--- config.mk ---
export PLATFORM = sky130hd
export DESIGN_NAME = mbpc_core
export DESIGN_NICKNAME = d
export VERILOG_FILES = /design/src/rtl/mbpc_core.v /design/src/rtl/mbpc_pin_slice.v
export VERILOG_INCLUDE_DIRS = /design/src /design/src/rtl
export SDC_FILE = /design/constraint.sdc
export NUM_CORES = 1
export LEC_CHECK = 0
export BUFFER_PORTS_ARGS = -buffer_cell sky130_fd_sc_hd__clkbuf_2
export CAP_MARGIN = 10
export CELL_PAD_IN_SITES_DETAIL_PLACEMENT = 0
export CELL_PAD_IN_SITES_GLOBAL_PLACEMENT = 1
export CORE_MARGIN = 1.5
export CORE_UTILIZATION = 36
export DETAILED_ROUTE_END_ITERATION = 10
export GPL_TIMING_DRIVEN = 0
export PLACE_DENSITY = 0.88
export SLEW_MARGIN = 40
export SYNTH_ARGS = -nofsm -noshare
export SYNTH_HDL_FRONTEND = slang
export SYNTH_SLANG_ARGS = --single-unit
export TNS_END_PERCENT = 50
--- constraint.sdc ---
create_clock -name core_clk -period 2.4 [get_ports core_clk]
set_input_delay 0.36 -clock core_clk [delete_from_list [all_inputs] [get_ports core_clk]]
set_output_delay 0.36 -clock core_clk [all_outputs]
set_load 0.01 [all_outputs]
--- src/rtl/mbpc_map.vh ---
`ifndef MBPC_MAP_VH
`define MBPC_MAP_VH
// host bus configurations
`define MBPC_BUS_MUX8      3'h0
`define MBPC_BUS_NONMUX8   3'h1
`define MBPC_BUS_PAGE      3'h2
`define MBPC_BUS_BURST     3'h3
`define MBPC_BUS_ESTROBE   3'h4
// read strobe assignment
`define MBPC_RD_THREE      2'h0
`define MBPC_RD_SINGLE     2'h1
`define MBPC_RD_DUAL       2'h2
// pin output source select
`define MBPC_SRC_DOUT      2'h0
`define MBPC_SRC_ADDR      2'h1
`define MBPC_SRC_MCELL     2'h2
`define MBPC_SRC_ECS       2'h3
// readback source select
`define MBPC_RB_DOUT       3'h0
`define MBPC_RB_MCELL      3'h1
`define MBPC_RB_DIR        3'h2
`define MBPC_RB_CTRL       3'h3
`define MBPC_RB_PIN        3'h4
`define MBPC_RB_IMC        3'h5
// input macrocell modes
`define MBPC_IMC_PASS      2'h0
`define MBPC_IMC_LATCH     2'h1
`define MBPC_IMC_REG       2'h2
// port selects, reset values and burst address split
`define MBPC_PORT_A        2'h0
`define MBPC_PORT_B        2'h1
`define MBPC_PORT_C        2'h2
`define MBPC_PORT_D        2'h3
`define MBPC_ZERO8         8'h00
`define MBPC_BURST_LSB     4
`endif

--- src/rtl/mbpc_core.v ---
// Summary of operation
// - address strobe optional on non-mux bus; latches low address on mux bus
// - non-mux bus: address on addr_data_port, data on port A, undriven idle
// - above sixteen address bits, ports B/C/D supply upper address inputs
// - address bit 0 picks even/odd byte; high byte enable ignored
// - fetch, read, write strobes on control inputs 2,1,0 all access resources
// - single-read configurations: fetch strobe on control input 1 is the read
// - fourth configuration: read on input 1, fetch on input 2, both read
// - non-page mode: data shares low address byte, strobe every cycle
// - page mode: data shares upper byte; page hit reuses latched upper address
// - page mode access timed from low byte valid, no strobe setup needed
// - burst: upper bits held while four low lines fetch sixteen bytes
// - burst host 8-bit: bits 11..4 multiplexed, bits 3..0 dedicated
// - enable strobe with read/write line; decode gives external rd/wr strobes
// - four ports: A, B, C eight bits, D three bits, each pin configurable
// - pin mux: data-out, latched address, macrocell, external chip selects
// - readback buffer drives exactly one source onto internal data bus
// - pin driver enable is product term OR direction bit
// - no product term and not logic output: direction bit alone enables
// - ports A,B,C input macrocells: latch, register or pass-through
// - macrocell gate from address strobe or product term
// - programmed modes fixed; control/direction/data-out writable at run time
// - mux bus: drive address/data lines only when selected and reading
// - control bit 0 gives host I/O mode, data-out drives output pin
// - direction bit 1 output, 0 input
`timescale 1ns/1ps
`default_nettype none
`include "mbpc_map.vh"
module mbpc_core #(
  parameter DW = 8,
  parameter DWD = 3
) (
  input  wire           core_clk,
  input  wire           srst,
  input  wire           ce,
  input  wire [2:0]     bus_mode,
  input  wire [1:0]     rd_assign,
  input  wire           address_strobe,
  input  wire           ctrl_in_zero,
  input  wire           ctrl_in_one,
  input  wire           ctrl_in_two,
  input  wire           high_byte_enable,
  input  wire [7:0]     addr_data_port_in,
  output reg  [7:0]     addr_data_port_out,
  output wire           addr_data_port_oe,
  input  wire [3:0]     burst_addr,
  input  wire [7:0]     addr_hi_in,
  input  wire           resource_hit,
  input  wire [7:0]     mem_rdata,
  input  wire           reg_sel,
  input  wire [1:0]     reg_port,
  input  wire [2:0]     reg_kind,
  input  wire [1:0]     ext_addr_port,
  output wire [19:0]    host_addr,
  output wire           odd_byte,
  output wire           host_rd,
  output wire           host_wr,
  output reg  [7:0]     host_wdata,
  output wire           ext_rd_strobe,
  output wire           ext_wr_strobe,
  input  wire [3*DW+DWD-1:0] mcell,
  input  wire [3*DW+DWD-1:0] pt_oe,
  input  wire [2*(3*DW+DWD)-1:0] src_cfg,
  input  wire [2:0]     ecs,
  input  wire [1:0]     imc_mode,
  input  wire           imc_use_pt,
  input  wire [5:0]     imc_pt,
  input  wire [3*DW+DWD-1:0] pin_in,
  output wire [3*DW+DWD-1:0] pin_out,
  output wire [3*DW+DWD-1:0] pin_oe,
  output wire [3*DW-1:0] imc_out
);
  localparam NP = 3*DW+DWD;
  reg  [7:0]    lat_lo;
  reg  [7:0]    lat_hi;
  reg  [7:0]    lat_ext;
  reg  [NP-1:0] dout;
  reg  [NP-1:0] dir;
  reg  [2*DW-1:0] ctrl;
  reg  [7:0]    rb_data;
  reg           rd_act;
  reg           wr_act;
  reg  [7:0]    a_lo;
  reg  [7:0]    a_hi;
  wire          nonmux;
  wire [7:0]    ext_field;
  wire [NP-1:0] lat_addr;
  wire [NP-1:0] ecs_v;
  wire [NP-1:0] has_ctrl;
  wire [NP-1:0] port_oe;
  wire [NP-1:0] port_out;
  wire [7:0]    pa_data;

  // field of a port-wide vector, D zero-padded
  function [7:0] port_field;
    input [NP-1:0] v;
    input [1:0]    p;
    begin
      case (p)
        `MBPC_PORT_A: port_field = v[DW-1:0];
        `MBPC_PORT_B: port_field = v[2*DW-1:DW];
        `MBPC_PORT_C: port_field = v[3*DW-1:2*DW];
        default:      port_field = {{(8-DWD){1'b0}}, v[NP-1:3*DW]};
      endcase
    end
  endfunction

  assign nonmux = (bus_mode == `MBPC_BUS_NONMUX8);
  // strobe decode per configuration; control inputs active low, except the enable on input 1, active high in the enable-strobe mode
  always @*
  begin
    case (bus_mode)
      `MBPC_BUS_ESTROBE:
      begin
        rd_act = ctrl_in_one & ctrl_in_zero;
        wr_act = ctrl_in_one & ~ctrl_in_zero;
      end
      default:
      begin
        rd_act = (rd_assign == `MBPC_RD_SINGLE) ? ~ctrl_in_one :
                 (~ctrl_in_one | ~ctrl_in_two);
        wr_act = ~ctrl_in_zero;
      end
    endcase
  end
  assign host_rd = rd_act & resource_hit;
  assign host_wr = wr_act & resource_hit;
  assign ext_rd_strobe = rd_act & ~resource_hit;
  assign ext_wr_strobe = wr_act & ~resource_hit;

  // address latch on strobe; page hit keeps upper byte
  always @(posedge core_clk)
  begin
    if (srst)
    begin
      lat_lo  <= `MBPC_ZERO8;
      lat_hi  <= `MBPC_ZERO8;
      lat_ext <= `MBPC_ZERO8;
    end
    else if (ce && address_strobe && !nonmux)
    begin
      if (bus_mode == `MBPC_BUS_PAGE)
        lat_hi <= addr_data_port_in;
      else
        lat_lo <= addr_data_port_in;
      lat_hi  <= (bus_mode == `MBPC_BUS_PAGE) ? addr_data_port_in : addr_hi_in;
      lat_ext <= port_field(pin_in, ext_addr_port);
    end
  end
  // live address assembly per bus mode
  always @*
  begin
    case (bus_mode)
      `MBPC_BUS_NONMUX8:
      begin
        a_lo = addr_data_port_in;
        a_hi = addr_hi_in;
      end
      `MBPC_BUS_PAGE:
      begin
        a_lo = addr_data_port_in;
        a_hi = lat_hi;
      end
      `MBPC_BUS_BURST:
      begin
        a_lo = {lat_lo[`MBPC_BURST_LSB-1:0], burst_addr};
        a_hi = {4'h0, lat_lo[7:`MBPC_BURST_LSB]};
      end
      default:
      begin
        a_lo = lat_lo;
        a_hi = addr_hi_in;
      end
    endcase
  end
  // upper nibble: live on the non-mux bus, latched otherwise
  assign ext_field = port_field(pin_in, ext_addr_port);
  assign host_addr = {(nonmux ? ext_field[3:0] : lat_ext[3:0]), a_hi, a_lo};
  assign odd_byte = host_addr[0]; // high_byte_enable unused

  // write data capture from shared lines or port A
  assign pa_data = pin_in[DW-1:0];
  always @(posedge core_clk)
  begin
    if (srst)
      host_wdata <= `MBPC_ZERO8;
    else if (ce && wr_act)
      host_wdata <= nonmux ? pa_data : addr_data_port_in;
  end

  // run-time port registers; programmed modes come in as inputs
  always @(posedge core_clk)
  begin
    if (srst)
    begin
      dout <= {NP{1'b0}};
      dir  <= {NP{1'b0}};
      ctrl <= {2*DW{1'b0}};
    end
    else if (ce && host_wr && reg_sel)
    begin
      case (reg_kind)
        `MBPC_RB_DOUT:
          case (reg_port)
            `MBPC_PORT_A: dout[DW-1:0] <= host_wdata;
            `MBPC_PORT_B: dout[2*DW-1:DW] <= host_wdata;
            `MBPC_PORT_C: dout[3*DW-1:2*DW] <= host_wdata;
            default:      dout[NP-1:3*DW] <= host_wdata[DWD-1:0];
          endcase
        `MBPC_RB_DIR:
          case (reg_port)
            `MBPC_PORT_A: dir[DW-1:0] <= host_wdata;
            `MBPC_PORT_B: dir[2*DW-1:DW] <= host_wdata;
            `MBPC_PORT_C: dir[3*DW-1:2*DW] <= host_wdata;
            default:      dir[NP-1:3*DW] <= host_wdata[DWD-1:0];
          endcase
        `MBPC_RB_CTRL:
          if (reg_port == `MBPC_PORT_A)
            ctrl[DW-1:0] <= host_wdata;
          else if (reg_port == `MBPC_PORT_B)
            ctrl[2*DW-1:DW] <= host_wdata;
        default: ;
      endcase
    end
  end

  // readback buffer: one source at a time
  always @*
  begin
    case (reg_kind)
      `MBPC_RB_DOUT:  rb_data = port_field(dout, reg_port);
      `MBPC_RB_MCELL: rb_data = port_field(mcell, reg_port);
      `MBPC_RB_DIR:   rb_data = port_field(dir, reg_port);
      `MBPC_RB_CTRL:  rb_data = (reg_port[1]) ? `MBPC_ZERO8 :
                                port_field({{(NP-2*DW){1'b0}}, ctrl}, reg_port);
      `MBPC_RB_IMC:   rb_data = (reg_port == `MBPC_PORT_D) ? `MBPC_ZERO8 :
                                port_field({{DWD{1'b0}}, imc_out}, reg_port);
      default:        rb_data = port_field(pin_in, reg_port);
    endcase
  end
  // returned data register
  always @(posedge core_clk)
  begin
    if (srst)
      addr_data_port_out <= `MBPC_ZERO8;
    else if (ce)
      addr_data_port_out <= reg_sel ? rb_data : mem_rdata;
  end
  assign addr_data_port_oe = host_rd & ~nonmux;

  // pin helpers: latched address on A/B, chip selects on D
  assign lat_addr = {{(NP-DW){1'b0}}, a_lo} |
                    {{(NP-2*DW){1'b0}}, (bus_mode == `MBPC_BUS_PAGE) ? lat_hi : a_lo,
                     {DW{1'b0}}};
  assign ecs_v    = {ecs, {(3*DW){1'b0}}};
  assign has_ctrl = {{(NP-2*DW){1'b0}}, {(2*DW){1'b1}}};
  // port A is the data port on non-mux bus, undriven unless read
  assign pin_oe   = nonmux ? {port_oe[NP-1:DW], {DW{host_rd}}} : port_oe;
  assign pin_out  = nonmux ? {port_out[NP-1:DW], addr_data_port_out} : port_out;

  // ports A-C with macrocells, D without
  mbpc_pin_slice #(.WIDTH(3*DW)) u_abc (
    .core_clk       (core_clk),
    .srst           (srst),
    .ce             (ce),
    .dout           (dout[3*DW-1:0]),
    .dir            (dir[3*DW-1:0]),
    .ctrl           ({{DW{1'b0}}, ctrl}),
    .lat_addr       (lat_addr[3*DW-1:0]),
    .mcell          (mcell[3*DW-1:0]),
    .ecs            (ecs_v[3*DW-1:0]),
    .src_cfg        (src_cfg[6*DW-1:0]),
    .has_ctrl       (has_ctrl[3*DW-1:0]),
    .pt_oe          (pt_oe[3*DW-1:0]),
    .pin_in         (pin_in[3*DW-1:0]),
    .imc_mode       (imc_mode),
    .imc_use_pt     (imc_use_pt),
    .imc_pt         (imc_pt),
    .address_strobe (address_strobe),
    .pin_out        (port_out[3*DW-1:0]),
    .pin_oe         (port_oe[3*DW-1:0]),
    .imc_q          (imc_out)
  );
  mbpc_pin_slice #(.WIDTH(DWD)) u_d (
    .core_clk       (core_clk),
    .srst           (srst),
    .ce             (ce),
    .dout           (dout[NP-1:3*DW]),
    .dir            (dir[NP-1:3*DW]),
    .ctrl           ({DWD{1'b0}}),
    .lat_addr       ({DWD{1'b0}}),
    .mcell          (mcell[NP-1:3*DW]),
    .ecs            (ecs_v[NP-1:3*DW]),
    .src_cfg        (src_cfg[2*NP-1:6*DW]),
    .has_ctrl       ({DWD{1'b0}}),
    .pt_oe          (pt_oe[NP-1:3*DW]),
    .pin_in         (pin_in[NP-1:3*DW]),
    .imc_mode       (`MBPC_IMC_PASS),
    .imc_use_pt     (1'b0),
    .imc_pt         (1'b0),
    .address_strobe (1'b0),
    .pin_out        (port_out[NP-1:3*DW]),
    .pin_oe         (port_oe[NP-1:3*DW]),
    .imc_q          ()
  );
endmodule
`default_nettype wire

--- src/rtl/mbpc_pin_slice.v ---
`timescale 1ns/1ps
`default_nettype none
`include "mbpc_map.vh"
// a slice of pins (ports A-C or port D): output mux, enable, input macrocell
module mbpc_pin_slice #(
  parameter WIDTH = 8
) (
  input  wire             core_clk,
  input  wire             srst,
  input  wire             ce,
  input  wire [WIDTH-1:0] dout,
  input  wire [WIDTH-1:0] dir,
  input  wire [WIDTH-1:0] ctrl,
  input  wire [WIDTH-1:0] lat_addr,
  input  wire [WIDTH-1:0] mcell,
  input  wire [WIDTH-1:0] ecs,
  input  wire [2*WIDTH-1:0] src_cfg,
  input  wire [WIDTH-1:0] has_ctrl,
  input  wire [WIDTH-1:0] pt_oe,
  input  wire [WIDTH-1:0] pin_in,
  input  wire [1:0]       imc_mode,
  input  wire             imc_use_pt,
  input  wire [(WIDTH+3)/4-1:0] imc_pt,
  input  wire             address_strobe,
  output wire [WIDTH-1:0] pin_out,
  output wire [WIDTH-1:0] pin_oe,
  output reg  [WIDTH-1:0] imc_q
);
  // one gate per group of four pins
  localparam NG = (WIDTH+3)/4;
  reg  [WIDTH-1:0] imc_hold;
  reg  [NG-1:0]    gate_prev;
  wire [NG-1:0]    gate;
  genvar i;
  // latch enable / clock from address strobe or product term per nibble
  assign gate = imc_use_pt ? imc_pt : {NG{address_strobe}};
  always @(posedge core_clk)
  begin
    if (srst)
      gate_prev <= {NG{1'b0}};
    else if (ce)
      gate_prev <= gate;
  end
  generate
    for (i = 0; i < WIDTH; i = i + 1)
    begin : g_pin
      wire [1:0] sel;
      wire       g;
      wire       rise;
      assign g    = gate[i/4];
      assign rise = g & ~gate_prev[i/4];
      // ctrl bit picks source on A/B, programmed choice elsewhere
      assign sel = has_ctrl[i] ? (ctrl[i] ? `MBPC_SRC_ADDR : `MBPC_SRC_DOUT)
                               : src_cfg[2*i+1:2*i];
      assign pin_out[i] = (sel == `MBPC_SRC_DOUT) ? dout[i] :
                          (sel == `MBPC_SRC_ADDR) ? lat_addr[i] :
                          (sel == `MBPC_SRC_MCELL) ? mcell[i] : ecs[i];
      // driver enable: product term OR direction bit
      assign pin_oe[i] = pt_oe[i] | dir[i];
      // input macrocell: latch, register or pass
      always @(posedge core_clk)
      begin
        if (srst)
          imc_hold[i] <= 1'b0;
        else if (ce && ((imc_mode == `MBPC_IMC_LATCH && g) ||
                        (imc_mode == `MBPC_IMC_REG && rise)))
          imc_hold[i] <= pin_in[i];
      end
      always @*
      begin
        if (imc_mode == `MBPC_IMC_PASS)
          imc_q[i] = pin_in[i];
        else if (imc_mode == `MBPC_IMC_LATCH && g)
          imc_q[i] = pin_in[i];
        else
          imc_q[i] = imc_hold[i];
      end
    end
  endgenerate
endmodule
`default_nettype wire
==> metrics.cfg <==
[clock_network]
root_buffer = clkbuf_16
cts.clk_slew.worst_paths_ps = 70
cts_max_path_buffers = 2
cts.sink_count = 136
cts_tree = done
clk_latency_ps = 430
cts_buffers = 17
cts_max_level = 4

[sta]
post-route-min-period_ps = 2400
finalClockSkew_ps = 12.2
finalMaxSlewViolations = 0
max_freq_mhz = 416
setup_viol = 1
setup_tns_ps = -4.36
rsz0062_at_grt = true
hold_viol = 0
worst_slew_pin_slew_ps = 825
timing.final.crit_share = 1.00
timing.final.ws_setup_ps = -4.36
slew_headroom = 0.446
worst_hold_slack_ps = 211

[job]
cap_violations = 0

[critical_path]
cp_cell_sequence = clkbuf_4 > xor2_4 > a22oi_1 > o21ai_2 > mux2i_1 > a21oi_1 > clkbuf_2
cp.required_ps = 2040
cp_max_fo = 10
startpoint_type = input pin
cp_slowest_cell = o21ai_2
crit_arrival_ps = 2040
cpPeakStageDelay_ps = 360
critPathCaptureType = output pin
path_class = input pin to output pin

[yosys]
avgSynthCellArea_sq_um = 8.26
synth_top_flop_cell = dfxtp_1
syn_area_sq_um = 8750
syn_inst = 1060
synth_fp_nets = 1257
synth_edf_count = 0
synth_seq_area_share = 0.311
ys_warn_count = 0
synthArstFlopShare = 0
ys_ff_latch = 136
ys_types = 61

[final_layout]
regArea_sq_um = 2720
finalNetCount = 1553
drive_gt1_frac = 0.328
multi_input_area_sq_um = 5670
num-fill-cells = 2445
area_growth_pct = 28.3
stdcell_area_sq_um = 11200

[floorplan]
die_height_um = 159
ioPinCount = 317
rows = 56
die_w_um = 159
die-area_sq_um = 25300
initial_core_util = 0.370
core_area_sq_um = 23700

[global_route]
grt_start_max_net_pins = 17
gr-total-overflow = 0
grt_pass1_vias = 9162
antenna_found_initial = 3
grt_usage = 0.288
grt_pass1_wl_um = 55600

[run_status]
status = complete, but fails checks
violations = negative setup slack

[pwr]
power_frac_clock = 0.419
irDropWorstVdd_mv = 0.375
p_per_area_nw_per_um2 = 562
internal-power_w = 0.00430
p_leak_nw = 4.92
power.total_w = 0.00631
p_sw_frac = 0.319
power.net_switching_w = 0.00201
seqPwrFrac = 0.376
power_frac_comb = 0.205

[drt]
drt-vias-per-instance = 5.79
vias = 9782
wl_per_cell_um = 22.0
first_pass_iters = 6
antenna_left = 0
drcViolationCount = 0
dr.first_iter.drc_count = 1137
wl_um = 37200

[place]
port_buffers = 278
place_congestion = 1.01
place_area_sq_um = 10500
hpwl_um = 29400

[hold_path]
hp-class = input pin to register

==> layout make-up <==
cell class	instances	share of cell area
sequential	136	0.243
buffer	83	0.0379
antenna	1	0.000223
multi-input combinational	832	0.505
clock inverter	15	0.0135
clock buffer	17	0.0379
timing repair buffer	279	0.125
tap	319	0.0356
inverter	7	0.00234
==> cells in the final DEF (no fill, tap or decap), drive strengths merged, types with 6 or more instances in the layout <==
master,instances
mux4,10
and3,11
nand3b,9
nor2,131
nand2,108
a311oi,10
a21o,8
buf,35
a22o,13
a22oi,12
or2,25
o2bb2ai,7
nor3,12
inv,18
mux2i,141
o221ai,6
o211ai,12
dfxtp,136
a21oi,70
nand2b,13
o22ai,8
o21ai,60
nor3b,10
clkbuf,344
mux2,35
a211oi,17
nand3,54
==> through the flow <==
| step | utilization | worst slack (ps) | cells |
|---|---|---|---|
| 3_3_place_gp | 0.445 | -949 | 1657 |
| 3_5_place_dp | 0.445 | -679 | 1657 |
| 5_1_grt | 0.474 | -27.7 | 1688 |
| 2_1_floorplan | - | 88.2 | 1060 |
| 4_1_cts | 0.472 | 11.6 | 1687 |
| 6_report | 0.474 | -4.36 | 1689 |
==> state kept, by name (all words and copies together) (netlist names), 6 cells and up <==
name	cells
lat_lo	8
u_abc.imc_hold	24
lat_hi	8
u_abc.gate_prev	6
host_wdata	8
dir	27
addr_data_port_out	8
ctrl	16
dout	27
==> synth_stat cells, drive strengths merged, types with 8 or more instances <==
cell type / n / share of area
nor3b: 10 / 0.0086
nor2: 131 / 0.056
or2: 25 / 0.018
and3: 11 / 0.0079
buf: 35 / 0.025
a311oi: 10 / 0.010
nor3: 12 / 0.0074
dfxtp: 136 / 0.31
nand2b: 13 / 0.010
mux2: 35 / 0.045
mux4: 10 / 0.026
nand3b: 9 / 0.0077
nand3: 54 / 0.031
a211oi: 17 / 0.015
clkbuf: 50 / 0.021
o211ai: 12 / 0.010
mux2i: 141 / 0.16
a22oi: 12 / 0.010
a21o: 8 / 0.0069
nand2: 108 / 0.046
o22ai: 8 / 0.0057
a22o: 13 / 0.013
o21ai: 60 / 0.034
a21oi: 70 / 0.040
==> repair_timing <==
item	4_1_cts	5_1_grt
endpoints found under the setup margin	34	29
endpoints found under the hold margin	0	0
resized for setup	27	13
buffers inserted	0	1
gates cloned	0	0
hold buffers	0	0
pin swaps	0	3
==> metal layers <==
metal	global-route usage	share of wire	vias to the layer above
met2	0.453	0.44	658
met3	0.0854	0.12	94
li1	-	-	4451
met5	0	0	-
met4	0.104	0.032	0
met1	0.373	0.40	4579
==> cell families after synthesis <==
| group | count (synthesis) | synth area share |
|---|---|---|
| simple gates | 395 | 0.218 |
| compound gates | 250 | 0.187 |
| mux | 186 | 0.234 |
| flops | 136 | 0.311 |
| buf+inv | 92 | 0.0492 |
| xor+xnor | 1 | 0.00100 |
==> final timing paths <==
path / startpoint / endpoint / slack, ps / cells after the start
setup reg to reg: dout[0] / addr_data_port_out[0] / 490 / 4
setup / recovery: bus_mode[0] / pin_out[9] / -4 / 7
hold reg to reg: dir[9] / dir[9] / 480 / 2
hold / removal: addr_hi_in[6] / lat_hi[6] / 210 / 3
==> critical path, delay by kind of cell <==
family	cells	cell delay, ps
AOI/OAI and AO/OA	3	810
xor gates and xnor gates	1	290
buffers and inverters	2	420
muxes	1	160
==> power by group through the flow <==
stage / clock, W / sequential (W) / combinational (W)
global placement: 0 / 0.00242 / 0.00123
finish: 0.00264 / 0.00237 / 0.00129
floorplan: 0 / 0.00241 / 0.000688
global route: 0.00274 / 0.00238 / 0.00138
CTS: 0.00266 / 0.00237 / 0.00126
detailed placement: 0 / 0.00242 / 0.00124
(Power assumes the default switching activity.)
